## src/core/cial_pkg.sv

```systemverilog
package cial_pkg;
    // register indices on the plain register port
    localparam logic [3:0]  OFS_LEVEL_FLAG    = 4'h0;
    localparam logic [3:0]  OFS_LEVEL_MASK    = 4'h1;
    localparam logic [3:0]  OFS_VECTOR_OFFSET = 4'h2;
    localparam logic [3:0]  OFS_SYSTEM_STATUS = 4'h3;
    // system status fields
    localparam int          POS_VEC_PENDING   = 0;
    localparam int          POS_GLOBAL_MASK   = 1;
    localparam int          POS_DIV_MODE      = 2;
    localparam int          POS_STACK_FULL    = 3;
    localparam int          POS_DEPTH_LO      = 4;
    // reset values
    localparam logic        RST_GLOBAL_MASK   = 1'b1;
    localparam logic        RST_DIV_MODE      = 1'b0;
    localparam logic [15:0] RST_WORD          = 16'h0000;
    // vector table
    localparam logic [15:0] NMI_VECTOR        = 16'h0024;
    localparam int          LEVEL_VECTOR_STEP = 2;
    // timing counts in core clock cycles
    localparam int          RESP_CYCLES       = 4;
    localparam int          DIV2_CYCLES       = 2;
    localparam int          DIV4_CYCLES       = 4;

    // acknowledge sequencer states
    typedef enum logic [1:0] {
        ST_IDLE = 2'b00,
        ST_RESP = 2'b01,
        ST_VECT = 2'b10
    } cial_state_t;

    // register port request
    typedef struct packed {
        logic [3:0]  addr;
        logic [15:0] wrData;
        logic        wrStrobe;
        logic        rdStrobe;
    } cial_bus_t;

    // instruction pipeline status
    typedef struct packed {
        logic instrDone;      // one instruction completes this cycle
        logic isUnmask;       // it cleared the global mask
        logic isMaskSet;      // it set the global mask
        logic isRet;          // it was a return
        logic isCall;         // it entered a subroutine
        logic repeatActive;   // single-instruction repeat running
        logic multicycleBusy; // uninterruptible multicycle operation
        logic waitState;      // ready low or wait-state generator
        logic debugActive;    // breakpoint or single-step in use
    } cial_pipe_t;
endpackage

```

## src/core/cial_core.sv

```systemverilog
// Our own choices: the register addresses and the address-and-strobe port.
module cial_core
    import cial_pkg::*;
#(
    parameter int LEVELS      = 6,
    parameter int STACK_DEPTH = 8
) (
    // clock and reset
    input  wire logic              clock,
    input  wire logic              nrst,
    // register port
    input  wire cial_bus_t         bus,
    output logic [15:0]            rdData,
    // instruction pipeline
    input  wire cial_pipe_t        pipe,
    input  wire logic [15:0]       retAddr,
    output logic                   intAck,
    output logic                   ackIsNmi,
    output logic [2:0]             ackLevel,
    output logic                   vectorFetch,
    output logic [15:0]            vectorAddr,
    output logic [15:0]            popAddr,
    output logic                   stackFull,
    // interrupt sources
    input  wire logic [LEVELS-1:0] periphReq,
    input  wire logic [15:0]       periphVector,
    input  wire logic [LEVELS-1:0] evReq,
    input  wire logic [LEVELS-1:0] extPin,
    input  wire logic              nmiPin,
    // peripheral clock out
    output logic                   periphClk
);

    localparam int DW = $clog2(STACK_DEPTH + 1);

    // refuse shapes the logic cannot serve
    if (LEVELS < 1 || LEVELS > 7 || STACK_DEPTH < 2) begin : g_check
        $error("cial_core: unsupported LEVELS or STACK_DEPTH");
    end

    // lowest set bit wins: level 1 is highest priority
    function automatic logic [2:0] pickLevel(input logic [LEVELS-1:0] v);
        pickLevel = 3'h0;
        for (int i = LEVELS - 1; i >= 0; i--) begin
            if (v[i]) begin
                pickLevel = 3'(i);
            end
        end
    endfunction

    logic [1:0]             rstPipe;       // reset release synchroniser
    logic                   rstN;          // synchronised reset
    logic [1:0]             divCnt;        // peripheral clock divider
    logic                   periphTick;    // one cycle per peripheral clock
    logic                   divMode;       // 0 divide-by-two, 1 divide-by-four
    logic [LEVELS-1:0]      periphSamp;    // last sampled peripheral requests
    logic [LEVELS-1:0]      extSync1;      // external pin first stage
    logic [LEVELS-1:0]      extSync2;      // external pin second stage
    logic [LEVELS-1:0]      extPrev;       // edge memory for pins
    logic                   nmiSync1;      // nmi pin first stage
    logic                   nmiSync2;      // nmi pin second stage
    logic                   nmiPrev;       // edge memory for nmi
    logic [LEVELS-1:0]      evDly;         // event manager one-cycle delay
    logic [LEVELS-1:0]      evPrev;        // edge memory for events
    logic [LEVELS-1:0]      levelSet;      // new requests this cycle
    logic [LEVELS-1:0]      levelFlag;     // level flag register
    logic [LEVELS-1:0]      levelMask;     // level mask register
    logic                   nmiPend;       // non-maskable request pending
    logic                   nmiSet;        // new non-maskable request
    logic                   globalMask;    // global maskable interrupt mask
    logic [15:0]            vectorOffset;  // vector offset register
    logic                   vecPending;    // vector offset not yet read
    logic                   fence;         // one-instruction interrupt fence
    logic [LEVELS-1:0]      eligible;      // flagged, unmasked levels
    logic                   blocked;       // no interrupt may be taken
    logic                   takeNmi;       // recognise non-maskable now
    logic                   takeMask;      // recognise maskable now
    logic                   take;          // any recognition now
    logic [2:0]             takeLevel;     // level chosen now
    cial_state_t            state;         // acknowledge sequencer
    cial_state_t            next_state;    // its next value
    logic [1:0]             respCnt;       // response cycle counter
    logic [15:0]            stack [STACK_DEPTH]; // return stack, top at 0
    logic [DW-1:0]          depth;         // entries in use
    logic                   push;          // push a return address
    logic                   pop;           // pop a return address
    logic [DW-1:0]          usable;        // usable capacity, one less while debugging
    logic                   rdStatus;      // status read in flight

    // reset is asserted at once and released through two flops
    always_ff @(posedge clock or negedge nrst) begin
        if (!nrst) begin
            rstPipe <= 2'b00;
        end else begin
            rstPipe <= {rstPipe[0], 1'b1};
        end
    end
    assign rstN = rstPipe[1];

    // core clock divided to the peripheral clock
    always_ff @(posedge clock or negedge rstN) begin
        if (!rstN) begin
            divCnt    <= 2'b00;
            periphClk <= 1'b0;
        end else begin
            divCnt    <= divCnt + 2'b01;
            periphClk <= divMode ? divCnt[1] : divCnt[0];
        end
    end
    // tick on the last core cycle of each peripheral clock
    assign periphTick = divMode ? (divCnt == 2'(DIV4_CYCLES - 1)) : (divCnt[0] == 1'(DIV2_CYCLES - 1));

    // peripheral interface samples once per peripheral clock
    always_ff @(posedge clock or negedge rstN) begin
        if (!rstN) begin
            periphSamp <= '0;
        end else if (periphTick) begin
            periphSamp <= periphReq;
        end
    end

    // external pins pass two peripheral clock stages
    always_ff @(posedge clock or negedge rstN) begin
        if (!rstN) begin
            extSync1 <= '0;
            extSync2 <= '0;
            extPrev  <= '0;
            nmiSync1 <= 1'b0;
            nmiSync2 <= 1'b0;
            nmiPrev  <= 1'b0;
        end else if (periphTick) begin
            extSync1 <= extPin;
            extSync2 <= extSync1;
            extPrev  <= extSync2;
            nmiSync1 <= nmiPin;
            nmiSync2 <= nmiSync1;
            nmiPrev  <= nmiSync2;
        end
    end

    // event manager bypasses arbitration, one core cycle late
    always_ff @(posedge clock or negedge rstN) begin
        if (!rstN) begin
            evDly  <= '0;
            evPrev <= '0;
        end else begin
            evDly  <= evReq;
            evPrev <= evDly;
        end
    end

    // rising requests from all three paths
    assign levelSet = (periphTick ? (periphReq & ~periphSamp) | (extSync2 & ~extPrev) : '0)
                    | (evDly & ~evPrev);
    assign nmiSet   = periphTick & nmiSync2 & ~nmiPrev;

    // recognition: priority and blocking windows
    assign eligible  = levelFlag & levelMask;
    assign blocked   = (state != ST_IDLE) | fence | pipe.repeatActive | pipe.multicycleBusy;
    assign takeNmi   = !blocked && nmiPend;
    assign takeMask  = !blocked && !nmiPend && !globalMask && (eligible != '0);
    assign take      = takeNmi | takeMask;
    assign takeLevel = pickLevel(eligible);

    // level flags: new requests win over clears
    always_ff @(posedge clock or negedge rstN) begin
        if (!rstN) begin
            levelFlag <= '0;
        end else begin
            levelFlag <= (levelFlag
                          & ~((bus.wrStrobe && bus.addr == OFS_LEVEL_FLAG) ? bus.wrData[LEVELS-1:0] : '0)
                          & ~(takeMask ? (LEVELS'(1) << takeLevel) : '0))
                         | levelSet;
        end
    end

    // level mask, written by software
    always_ff @(posedge clock or negedge rstN) begin
        if (!rstN) begin
            levelMask <= '0;
        end else if (bus.wrStrobe && bus.addr == OFS_LEVEL_MASK) begin
            levelMask <= bus.wrData[LEVELS-1:0];
        end
    end

    // non-maskable pending flag
    always_ff @(posedge clock or negedge rstN) begin
        if (!rstN) begin
            nmiPend <= 1'b0;
        end else begin
            nmiPend <= nmiSet | (nmiPend & ~takeNmi);
        end
    end

    // global mask: set by any acknowledge, else by instructions
    always_ff @(posedge clock or negedge rstN) begin
        if (!rstN) begin
            globalMask <= RST_GLOBAL_MASK;
        end else if (take) begin
            globalMask <= 1'b1;
        end else if (pipe.instrDone && pipe.isMaskSet) begin
            globalMask <= 1'b1;
        end else if (pipe.instrDone && pipe.isUnmask) begin
            globalMask <= 1'b0;
        end
    end

    // fence after unmask or return lasts one more instruction
    always_ff @(posedge clock or negedge rstN) begin
        if (!rstN) begin
            fence <= 1'b0;
        end else if (pipe.instrDone) begin
            fence <= pipe.isUnmask | pipe.isRet;
        end
    end

    // vector offset and its pending-read bit
    always_ff @(posedge clock or negedge rstN) begin
        if (!rstN) begin
            vectorOffset <= RST_WORD;
            vecPending   <= 1'b0;
        end else if (takeMask) begin
            vectorOffset <= periphVector;
            vecPending   <= 1'b1;
        end else if (bus.rdStrobe && bus.addr == OFS_VECTOR_OFFSET) begin
            vecPending   <= 1'b0;
        end
    end

    // software-set peripheral clock mode
    always_ff @(posedge clock or negedge rstN) begin
        if (!rstN) begin
            divMode <= RST_DIV_MODE;
        end else if (bus.wrStrobe && bus.addr == OFS_SYSTEM_STATUS) begin
            divMode <= bus.wrData[POS_DIV_MODE];
        end
    end

    // acknowledge sequencer next state
    always_comb begin
        next_state = state;
        unique case (state)
            ST_IDLE: begin
                if (take) begin
                    next_state = ST_RESP;
                end
            end
            ST_RESP: begin
                if (respCnt == 2'(RESP_CYCLES - 2)) begin
                    next_state = ST_VECT;
                end
            end
            ST_VECT: begin
                if (!pipe.waitState) begin
                    next_state = ST_IDLE;
                end
            end
            default: begin
                next_state = ST_IDLE;
            end
        endcase
    end

    // sequencer, acknowledge and vector address
    always_ff @(posedge clock or negedge rstN) begin
        if (!rstN) begin
            state      <= ST_IDLE;
            respCnt    <= 2'b00;
            intAck     <= 1'b0;
            ackIsNmi   <= 1'b0;
            ackLevel   <= 3'h0;
            vectorAddr <= RST_WORD;
        end else begin
            state   <= next_state;
            respCnt <= (state == ST_RESP) ? respCnt + 2'b01 : 2'b00;
            intAck  <= take;
            if (take) begin
                ackIsNmi   <= takeNmi;
                ackLevel   <= takeNmi ? 3'h0 : takeLevel + 3'h1;
                // nmi vectors to 24h, level n to 2n
                vectorAddr <= takeNmi ? NMI_VECTOR
                                      : 16'((32'(takeLevel) + 1) * LEVEL_VECTOR_STEP);
            end
        end
    end
    assign vectorFetch = (state == ST_VECT);

    // return stack control
    assign push      = take | (pipe.instrDone & pipe.isCall);
    assign pop       = pipe.instrDone & pipe.isRet;
    assign usable    = pipe.debugActive ? DW'(STACK_DEPTH - 1) : DW'(STACK_DEPTH);
    assign stackFull = (depth >= usable);

    // shift stack: pop then push in one cycle replaces the top
    always_ff @(posedge clock or negedge rstN) begin
        if (!rstN) begin
            depth   <= '0;
            popAddr <= RST_WORD;
            for (int i = 0; i < STACK_DEPTH; i++) begin
                stack[i] <= RST_WORD;
            end
        end else begin
            if (pop) begin
                popAddr <= stack[0];
            end
            if (push && pop) begin
                stack[0] <= retAddr;
            end else if (push) begin
                stack[0] <= retAddr;
                for (int i = 1; i < STACK_DEPTH; i++) begin
                    stack[i] <= stack[i-1];
                end
                if (depth != DW'(STACK_DEPTH)) begin
                    depth <= depth + DW'(1);
                end
            end else if (pop) begin
                for (int i = 0; i < STACK_DEPTH - 1; i++) begin
                    stack[i] <= stack[i+1];
                end
                if (depth != '0) begin
                    depth <= depth - DW'(1);
                end
            end
        end
    end

    // register reads answer one cycle later
    always_ff @(posedge clock or negedge rstN) begin
        if (!rstN) begin
            rdData   <= RST_WORD;
            rdStatus <= 1'b0;
        end else begin
            rdData   <= RST_WORD;
            rdStatus <= bus.rdStrobe && bus.addr == OFS_SYSTEM_STATUS;
            if (bus.rdStrobe) begin
                unique case (bus.addr)
                    OFS_LEVEL_FLAG:    rdData <= 16'(levelFlag);
                    OFS_LEVEL_MASK:    rdData <= 16'(levelMask);
                    OFS_VECTOR_OFFSET: rdData <= vectorOffset;
                    OFS_SYSTEM_STATUS: begin
                        rdData[POS_VEC_PENDING] <= vecPending;
                        rdData[POS_GLOBAL_MASK] <= globalMask;
                        rdData[POS_DIV_MODE]    <= divMode;
                        rdData[POS_STACK_FULL]  <= stackFull;
                        rdData[POS_DEPTH_LO +: DW] <= depth;
                    end
                    default:           rdData <= RST_WORD;
                endcase
            end
        end
    end
endmodule // cial_core

```

## config.mk

```make
export PLATFORM = sky130hd
export DESIGN_NAME = cial_core
export DESIGN_NICKNAME = d
export VERILOG_FILES = /design/src/core/cial_pkg.sv /design/src/core/cial_core.sv
export SDC_FILE = /design/constraint.sdc
export NUM_CORES = 1
export LEC_CHECK = 0
export BUFFER_PORTS_ARGS = -buffer_cell sky130_fd_sc_hd__buf_2
export CAP_MARGIN = 20
export CORE_MARGIN = 4
export CORE_UTILIZATION = 40
export DETAILED_ROUTE_END_ITERATION = 8
export MAX_ROUTING_LAYER = met4
export PLACE_DENSITY = 0.65
export SLEW_MARGIN = 15
export SYNTH_ARGS = -nofsm -noshare
export SYNTH_HDL_FRONTEND = slang
export SYNTH_SLANG_ARGS = --single-unit
```

## constraint.sdc

```tcl
create_clock -name clock -period 9.85 [get_ports clock]
set_input_delay 0 -clock clock [delete_from_list [all_inputs] [get_ports clock]]
set_output_delay 0 -clock clock [all_outputs]
set_load 0.03 [all_outputs]
```

==> results of run 1 <==
-- stage by stage --
stage                     instances  power (uW)
after floorplan                 939        2190
after global placement         1341        2370
after detailed placement       1341        2410
after CTS                      1461        3400
after global routing           1461        3570
final                          1461        3360
-- how the worst max path moves through the flow --
stage                                 from                 endpoint  slack, ns  depth (start not counted)
floorplan             rstPipe[1]$_DFF_PN0_  ackLevel[0]$_DFFE_PN0P_       2.31                          0
CTS                   state[0]$_DFFE_PN0P_     depth[3]$_DFFE_PN0P_       4.81                         10
global placement    levelFlag[4]$_DFF_PN0_     depth[3]$_DFFE_PN0P_       5.32                          9
global route          state[0]$_DFFE_PN0P_     depth[2]$_DFFE_PN0P_       4.45                         11
finish                state[0]$_DFFE_PN0P_     depth[3]$_DFFE_PN0P_       4.74                         10
detailed placement  levelFlag[4]$_DFF_PN0_     depth[3]$_DFFE_PN0P_       5.22                          9
-- routing by layer --
layer	track usage	vias to the layer above	routed length (microns)
li1	-	3546	-
met1	0.211	3597	10400
met2	0.229	140	10300
met3	0.0217	56	853
met4	0.0511	0	775
met5	-	-	0
-- cell usage after synthesis (all sizes together), types with 2 or more instances --
library cell and number:
a211oi 3, nand3 5, ha 14, nand2 46, conb 2, mux4 5, or4 2, a31o 7
a21o 4, or3 2, and3 5, and2 9, a21oi 102, clkbuf 35, mux2i 117, mux2 82
inv 30, dfrtp 251, nor3b 2, o22ai 7, a22o 2, a22oi 10, o21ai 25, buf 30
nor2 111, nor3 2, nand2b 2, xnor2 2
-- logic make-up after synthesis --
| family | after synthesis |
|---|---|
| compound gates | 168 |
| xor+xnor | 3 |
| fa+ha+maj | 14 |
| buf+inv | 95 |
| flops | 252 |
| mux | 204 |
| other cells | 2 |
| simple gates | 191 |
-- cells in the final DEF (no fill, tap or decap), drive strengths merged, types with 3 or more instances in the layout --
master / n
clkbuf: 41
nor2: 111
buf: 126
conb: 12
and3: 5
a22oi: 10
mux2i: 117
inv: 31
o21ai: 25
o22ai: 7
mux4: 5
nand3: 5
a31o: 7
ha: 14
dlygate4sd3: 75
a21o: 4
a21oi: 102
nand2: 46
mux2: 82
and2: 9
a211oi: 3
dfrtp: 251
-- critical path: stages (launching register included) --
cell	delay, ns
dfrtp_1	0.39
or4_4	0.52
dlygate4sd3_1	0.61
nor2_1	0.27
a32oi_4	0.15
buf_4	0.40
ha_4	1.02
buf_4	0.86
nand3_1	0.17
or3_1	0.38
o211a_1	0.13
-- final cells by class --
type / count / share of cell area
multi-input combinational: 592 / 0.323
clock buffer: 41 / 0.0574
timing repair buffer: 201 / 0.105
clock inverter: 4 / 0.00364
sequential: 252 / 0.471
inverter: 30 / 0.00841
tap: 341 / 0.0319
-- what timing repair did --
action                                  in CTS  in global routing
hold buffers                                75                  0
endpoints found under the setup margin       0                  0
hold endpoints to repair                    81                  0
-- power by group through the flow --
stage	clock network (uW)	registers, uW	logic (uW)
after global placement	0	1620	753
after detailed placement	0	1630	786
final	947	1610	804
after floorplan	0	1630	560
after CTS	972	1610	812
after global routing	1010	1660	901
-- registers in the layout, indices dropped and copies added, names as in the netlist, 16 cells and up --
name          count
popAddr          16
vectorOffset     16
rdData           16
stack           128
==> run summary, run 1 <==
R2R Setup Slk: 4.74 ns
WHS Path Cells: 6
GR Overflow Total: 0
Design internal power: 2300 uW
Area share of the largest cell type after synthesis: 0.570
Clock Tree Buf Depth: 3
WP data arrival: 5.52 ns
WP data required: 10.26 ns
Via count: 7339
Placer Congestion: 0.819
I/O pins: 140
P_sw: 1060 uW
Max_slew headroom: 0.318
Final TNS setup: 0 ns
Number of port buffers: 118
Cells after Synth: 929
Fmax: 196 MHz
Peak supply drop: 0.000199 V
Sw Share: 0.315
Reg-to-reg startpoint: state[0]$_DFFE_PN0P_
Final WS setup: 4.74 ns
Die area: 30300 sq um
Starting Density: 0.408
DR pass1 iterations: 4
Clock power share: 0.282
Hold slack: 0.0713 ns
Cts repair resizes: 0
Synth Area in Adders: 0.0159
Synth Area in XOR/XNOR: 0.00238
Mapped Area: 11000 sq um
RR Endpoint: depth[3]$_DFFE_PN0P_
Number of antenna-violating nets in the routed design: 0
Detailed placer's ending HPWL: 14100 microns
Count of final setup violators: 0
H-tree depth: 1
DR DRC count: 0
Number of synthesized flops with an enable pin: 0
Area growth from synthesis to layout: 21.6%
Site row count: 60
Register bit total from synthesis: 252
Finished Core Util: 0.496
Initial antenna violation count: 0
Worst skew pair latency: 0.52 ns
Synth Area in Compound Gates: 0.0873
Post-DP Area: 11800 sq um
Hold Path End: levelFlag[3]$_DFF_PN0_
RSZ-0062 raised after global routing: false
Clock-pin slew on the worst setup and hold paths: 0.06 ns
Post-synthesis sequential area ratio: 0.572
Slew @ Worst Pin: 1.02 ns
Hold WC Path Type: in2reg
Via density: 5.02
Worst hold start: pipe[2]
Setup Fix Bufs, Post-CTS: 0
P_leak: 0.00631 uW
Syn avg cell area: 11.9 sq um
Setup crit start kind: flop
Design Area, Final: 13400 sq um
Final min period: 5.11 ns
Worst r2r path cells: 10
Layout cells sized above 1: 0.237
Combinational power share: 0.239
Filler instances: 2375
Synthesis Warnings: 0
Clk root buf: clkbuf_16
Area contributors post-synth: dfrtp_1, mux2i_1, mux2_2, a21oi_1, nor2_1
Multiplexer area fraction after synthesis: 0.205
Max Cap Viol: 0
CTS tree: yes
Chip height: 174 microns
Crit share post-route: 0.519
Vias in the first global route: 7410
Post-synthesis simple-gate area fraction: 0.0739
Diodes inserted: 0
Main combinational cell family by area after synthesis: multiplexers
CTS sink cnt: 252
CP max FO: 102
Pwr Density: 251 nW/um^2
WL/cell: 15.3 microns
Largest net degree at the start of global routing: 103
Critical path class: reg2reg
Setup crit end kind: flop
Clk_skew: 0.0107 ns
Async set or reset register ratio after synthesis: 1.00
Global-route usage over all layers: 0.151
Final Max Tran Viols: 0
Netlist cell types: 50
Multi-input logic area: 4320 sq um
Post-Place Worst Slack: 5.22 ns
Hold Vio Cnt, Final: 0
Num CTS Buffers: 26
Area leader, netlist: dfrtp_1
Total core area: 27000 sq um
Register area: 6310 sq um
First-pass GRT wire length: 37900 microns
Initial DRC count: 466
Total Wirelength: 22300 microns
Top FF cell, synth: dfrtp_1
Status: finished, final reports clean
Die span in x: 174 microns
Final #Nets: 1201
Sequential Power Share: 0.479
No activity file was read; power rests on OpenSTA's default activity.
==> run 2: changes to the inputs <==
ABC_AREA = 1   (was unset)
PLACE_DENSITY = 0.67   (was 0.65)
clock period = 4.2 ns   (was 9.85 ns; I/O delays follow)
==> run summary, run 2 <==
P_sw: 2740 uW
Pwr Density: 620 nW/um^2
Layout cells sized above 1: 0.166
Via density: 4.90
Setup crit start kind: flop
Setup crit end kind: flop
Sequential Power Share: 0.457
WP data required: 4.58 ns
Synthesis Warnings: 0
Async set or reset register ratio after synthesis: 1.00
Design internal power: 5550 uW
Final TNS setup: 0 ns
DR pass1 iterations: 5
Commonest non-fill, non-tap cells in the layout: dfrtp_1, nand2_1, inv_1, o21ai_1, buf_2
Total core area: 27000 sq um
CP max FO: 40
Sw Share: 0.331
Syn avg cell area: 9.40 sq um
RSZ-0062 raised after global routing: false
Number of synthesized flops with an enable pin: 0
Hold Vio Cnt, Final: 0
Clock Tree Buf Depth: 3
Final min period: 3.10 ns
Number of port buffers: 118
Count of final setup violators: 0
Chip height: 174 microns
Combinational power share: 0.259
Max_slew headroom: 0.393
WP data arrival: 3.48 ns
Fmax: 323 MHz
Final #Nets: 1433
Most flops, register: stack
Multi-input logic area: 3720 sq um
Register bit total from synthesis: 252
Placer Congestion: 0.827
Initial DRC count: 643
Largest net degree at the start of global routing: 212
Detailed placer's ending HPWL: 13700 microns
Commonest non-fill, non-tap cell in the layout: dfrtp_1
Initial antenna violation count: 0
Area share of the largest cell type after synthesis: 0.572
Clock-pin slew on the worst setup and hold paths: 0.06 ns
Crit share post-route: 0.738
Hold WC Path Type: in2reg
Area contributors post-synth: dfrtp_1, nand2_1, o21ai_1, inv_1, a21oi_1
Critical path class: reg2reg
Register area: 6310 sq um
Clock power share: 0.283
Commonest cells in the netlist: dfrtp_1, nand2_1, inv_1, o21ai_1, a21oi_1
Post-synthesis simple-gate area fraction: 0.101
CTS sink cnt: 252
Clk root buf: clkbuf_16
First-pass GRT wire length: 39100 microns
Site row count: 60
Finished Core Util: 0.497
GR Util met1: 0.220
Count leader, synth: dfrtp_1
Vias in the first global route: 7793
Number of flip-flops in the largest register: 128
Cells after Synth: 1167
Starting Density: 0.407
Synth Area in XOR/XNOR: 0.00308
Num CTS Buffers: 28
CTS tree: yes
Routing usage on met2: 0.234
Worst skew pair latency: 0.53 ns
DR DRC count: 0
GR Overflow Total: 0
Met3 Track Usage GR: 0.0201
Final Max Tran Viols: 0
Netlist cell types: 44
Global-route usage over all layers: 0.155
Post-synthesis sequential area ratio: 0.575
Multiplexer area fraction after synthesis: 0.0308
Most used routing layer: met2
Number of antenna-violating nets in the routed design: 0
Status: finished, final reports clean
Max Cap Viol: 0
Slew @ Worst Pin: 0.910 ns
Area leader, netlist: dfrtp_1
Filler instances: 2427
Peak supply drop: 0.000328 V
Clk_skew: 0.0161 ns
Mapped Area: 11000 sq um
Main combinational cell family by area after synthesis: compound AO/OA/AOI/OAI gates
Die span in x: 174 microns
Top FF cell, synth: dfrtp_1
Synth Area in Compound Gates: 0.184
I/O pins: 140
Die area: 30100 sq um
Total Wirelength: 23200 microns
Diodes inserted: 0
Synth Area in Adders: 0.0160
Via count: 8297
P_leak: 0.00650 uW
WL/cell: 13.7 microns
H-tree depth: 1
Area growth from synthesis to layout: 22.0%
[run 2: worst paths after layout]
kind	cells after the start	slack, ns	end	from
worst max-delay path	13	1.10	stack[86]$_DFFE_PN0P_	levelFlag[1]$_DFF_PN0_
worst min-delay path	5	0.03	popAddr[15]$_DFFE_PN0P_	pipe[5]
worst max register to register	13	1.10	stack[86]$_DFFE_PN0P_	levelFlag[1]$_DFF_PN0_
worst min register to register	0	0.35	rstPipe[1]$_DFF_PN0_	rstPipe[0]$_DFF_PN0_
max in group asynchronous	1	2.82	stack[53]$_DFFE_PN0P_	rstPipe[1]$_DFF_PN0_
min in group asynchronous	3	0.32	rstPipe[1]$_DFF_PN0_	nrst
[run 2: repair_timing]
action | in CTS | in global routing
endpoints found under the setup margin | 0 | 0
endpoints found under the hold margin | 87 | 1
resized for setup | 0 | 0
hold buffers | 74 | 2
buffers inserted | 0 | 0
[run 2: kinds of logic after synthesis]
group / Yosys count
XOR/XNOR: 3
AO/OA/AOI/OAI: 378
flip-flops: 252
multiplexers: 30
adder cells (fa/ha/maj): 14
buffers and inverters: 221
other: 2
AND/OR/NAND/NOR: 267
[run 2: worst max-delay path, stage by stage (launching register included)]
cell	delay [ns]
dfrtp_1	0.40
nand2_1	0.11
nand2_2	0.08
nor2_2	0.14
nand2_1	0.10
nand2_4	0.27
nand3_4	0.15
inv_2	0.30
ha_2	0.36
inv_2	0.39
buf_12	0.27
a21oi_1	0.08
o21ai_1	0.16
o21ai_1	0.09
[run 2: layer usage]
metal  vias up  share of wire
met5         -              0
li1       4203              -
met1      3887           0.48
met2       166           0.46
met3        41          0.037
met4         0          0.023
[run 2: area by class of cell]
cell class / count / area share
Tap cell: 341 / 0.0319
Inverter: 143 / 0.0401
Clock buffer: 39 / 0.0615
Clock inverter: 8 / 0.00533
Timing Repair Buffer: 206 / 0.112
Sequential cell: 252 / 0.471
Multi-Input combinational cell: 704 / 0.278
[run 2: power by group through the flow]
| stage | combinational (uW) | clock (uW) | sequential (uW) |
|---|---|---|---|
| global route | 2460 | 2520 | 3910 |
| finish | 2150 | 2350 | 3800 |
| detailed placement | 2080 | 0 | 3830 |
| floorplan | 1510 | 0 | 3890 |
| CTS | 2160 | 2410 | 3790 |
| global placement | 2020 | 0 | 3790 |
[run 2: per-stage QoR]
stage	cells	hold slack [ns]	instance area (sq um)	setup slack, ns	total power (uW)
after floorplan	1177	-0.296	11000	0.0655	5400
after global placement	1569	-0.209	11700	1.22	5810
after detailed placement	1569	-0.208	11700	1.16	5910
after CTS	1690	0.00345	13400	1.15	8370
after global routing	1693	0.0622	13400	0.899	8900
final	1693	0.0262	13400	1.10	8300
==> run 3: changes to the inputs <==
PLACE_DENSITY = 0.65   (was 0.67)
clock period = 3.21 ns   (was 4.2 ns; I/O delays follow)
==> run summary, run 3 (synthesis gave the netlist of run 2 again) <==
Cts repair resizes: 0
Max_slew headroom: 0.411
Crit path launch: fence$_DFFE_PN0P_
Max stage delay cell, worst path: inv_1
DR pass1 iterations: 5
Count of final setup violators: 0
Critical-path cell list: nor2_1 > nand3_2 > inv_1 > nand2_2 > nand3_4 > inv_2 > ha_2 > inv_1 > o21ai_0 > o22ai_1
P_leak: 0.00656 uW
Hold Vio Cnt, Final: 0
Worst skew pair latency: 0.56 ns
Buf/Inv on CP: 3
Chip height: 174 microns
Design Area, Final: 13500 sq um
Hold Path End: popAddr[13]$_DFFE_PN0P_
Reg-to-reg startpoint: fence$_DFFE_PN0P_
WP data required: 3.67 ns
First-pass GRT wire length: 39400 microns
Number of flip-flops in the largest register: 128
WL/cell: 13.6 microns
Crit share post-route: 0.778
RR Endpoint: stack[112]$_DFFE_PN0P_
Final min period: 2.50 ns
Sw Share: 0.328
I/O pins: 140
Via count: 8316
Largest net degree at the start of global routing: 157
Clock Tree Buf Depth: 3
Design internal power: 7410 uW
Fmax: 400 MHz
Most flops, register: stack
Critical path class: reg2reg
Commonest non-fill, non-tap cell in the layout: dfrtp_1
Total Wirelength: 23200 microns
Detailed placer's ending HPWL: 14200 microns
Worst hold start: pipe[8]
Via density: 4.88
Initial antenna violation count: 1
Starting Density: 0.407
Die area: 30100 sq um
H-tree depth: 1
Final TNS setup: 0 ns
Die span in x: 174 microns
Most Frequent Cell on Critical Path: inv_1
Worst r2r path cells: 10
Status: finished, final reports clean
Clk root buf: clkbuf_16
Worst path max stage delay: 0.63 ns
Initial DRC count: 549
Slew @ Worst Pin: 0.883 ns
Setup crit start kind: flop
Combinational power share: 0.257
Peak supply drop: 0.000379 V
WHS Path Cells: 5
Clock power share: 0.294
RSZ-0062 raised after global routing: false
Final #Nets: 1441
Global-route usage over all layers: 0.156
Pwr Density: 816 nW/um^2
Critical path's top delay family: buffers and inverters
Max Cap Viol: 0
Site row count: 60
Placer Congestion: 0.857
CTS sink cnt: 252
CTS tree: yes
Clock-pin slew on the worst setup and hold paths: 0.06 ns
P_sw: 3610 uW
Diodes inserted: 0
Post-DP Area: 11800 sq um
WP data arrival: 2.96 ns
Filler instances: 2435
Vias in the first global route: 7864
Hold WC Path Type: in2reg
Clk_skew: 0.0304 ns
Total core area: 27000 sq um
Setup crit end kind: flop
Layout cells sized above 1: 0.168
Area growth from synthesis to layout: 23.2%
GR Overflow Total: 0
DR DRC count: 0
Number of port buffers: 118
Number of antenna-violating nets in the routed design: 0
Sequential Power Share: 0.450
Num CTS Buffers: 27
Commonest non-fill, non-tap cells in the layout: dfrtp_1, nand2_1, inv_1, o21ai_1, buf_2
CP max FO: 32
R2R Setup Slk: 0.71 ns
Final Max Tran Viols: 0
-- run 3: changes by cell type in the layout (fill, tap and decap cells not counted) --
cell,previous run,this run
clkbuf_16,29,27
clkbuf_8,6,5
clkbuf_1,4,6
buf_4,7,12
inv_8,1,0
dlygate4sd3_1,76,79
inv_16,0,1
clkinv_4,0,1
buf_12,5,6
clkinv_2,6,4
bufinv_16,1,4
-- run 3: timing repair --
item                                   CTS  global route
setup endpoints to repair                0             0
hold buffers                            79             0
endpoints found under the hold margin  103             0
buffers inserted                         0             0
-- run 3: worst max-delay path by stage --
| stage | slack (ns) | endpoint | cells after the start |
|---|---|---|---|
| after floorplan | 0.61 | stack[56]$_DFFE_PN0P_ | 16 |
| after global placement | 0.77 | stack[70]$_DFFE_PN0P_ | 13 |
| after detailed placement | 0.73 | stack[117]$_DFFE_PN0P_ | 10 |
| after CTS | 0.72 | stack[117]$_DFFE_PN0P_ | 10 |
| after global routing | 0.40 | stack[120]$_DFFE_PN0P_ | 10 |
| final | 0.71 | stack[112]$_DFFE_PN0P_ | 10 |
-- run 3: power groups by stage --
stage	Clock (uW)	Sequential, uW	Combinational [uW]
finish	3240	4960	2830
global route	3470	5100	3260
CTS	3340	4960	2850
detailed placement	0	5020	2750
global placement	0	4970	2670
floorplan	0	5090	1970
-- run 3: through the flow --
stage          setup WS, ns  hold WS [ns]  cells  power, uW   util
5_1_grt               0.405        0.0740   1703      11800  0.502
3_5_place_dp          0.731        -0.214   1576       7770  0.438
6_report              0.712        0.0471   1703      11000  0.502
3_3_place_gp          0.771        -0.214   1576       7640  0.438
4_1_cts               0.725        0.0108   1703      11200  0.502
2_1_floorplan         0.606        -0.296   1177       7060      -
-- run 3: per-layer routing --
layer	share of wire	vias to the layer above	track usage
met5	0	-	-
met4	0.023	0	0.0416
met3	0.039	40	0.0188
met2	0.45	187	0.235
met1	0.49	3865	0.225
li1	-	4224	-
-- run 3: worst register-to-register path: stages, from the launching register on --
cell and delay, ns:
dfrtp_1 0.38, nor2_1 0.15, nand3_2 0.18, inv_1 0.11, nand2_2 0.12, nand3_4 0.19, inv_2 0.06, ha_2 0.16
inv_1 0.63, o21ai_0 0.27, o22ai_1 0.17
-- run 3: cell type report --
cell class / instances / area [sq um] / area share
clock buffer: 38 / 767 / 0.0567
inverter: 143 / 537 / 0.0397
multi-input combinational: 704 / 3720 / 0.275
timing repair buffer: 215 / 1590 / 0.118
clock inverter: 10 / 169 / 0.0125
tap: 341 / 427 / 0.0316
sequential: 252 / 6310 / 0.467
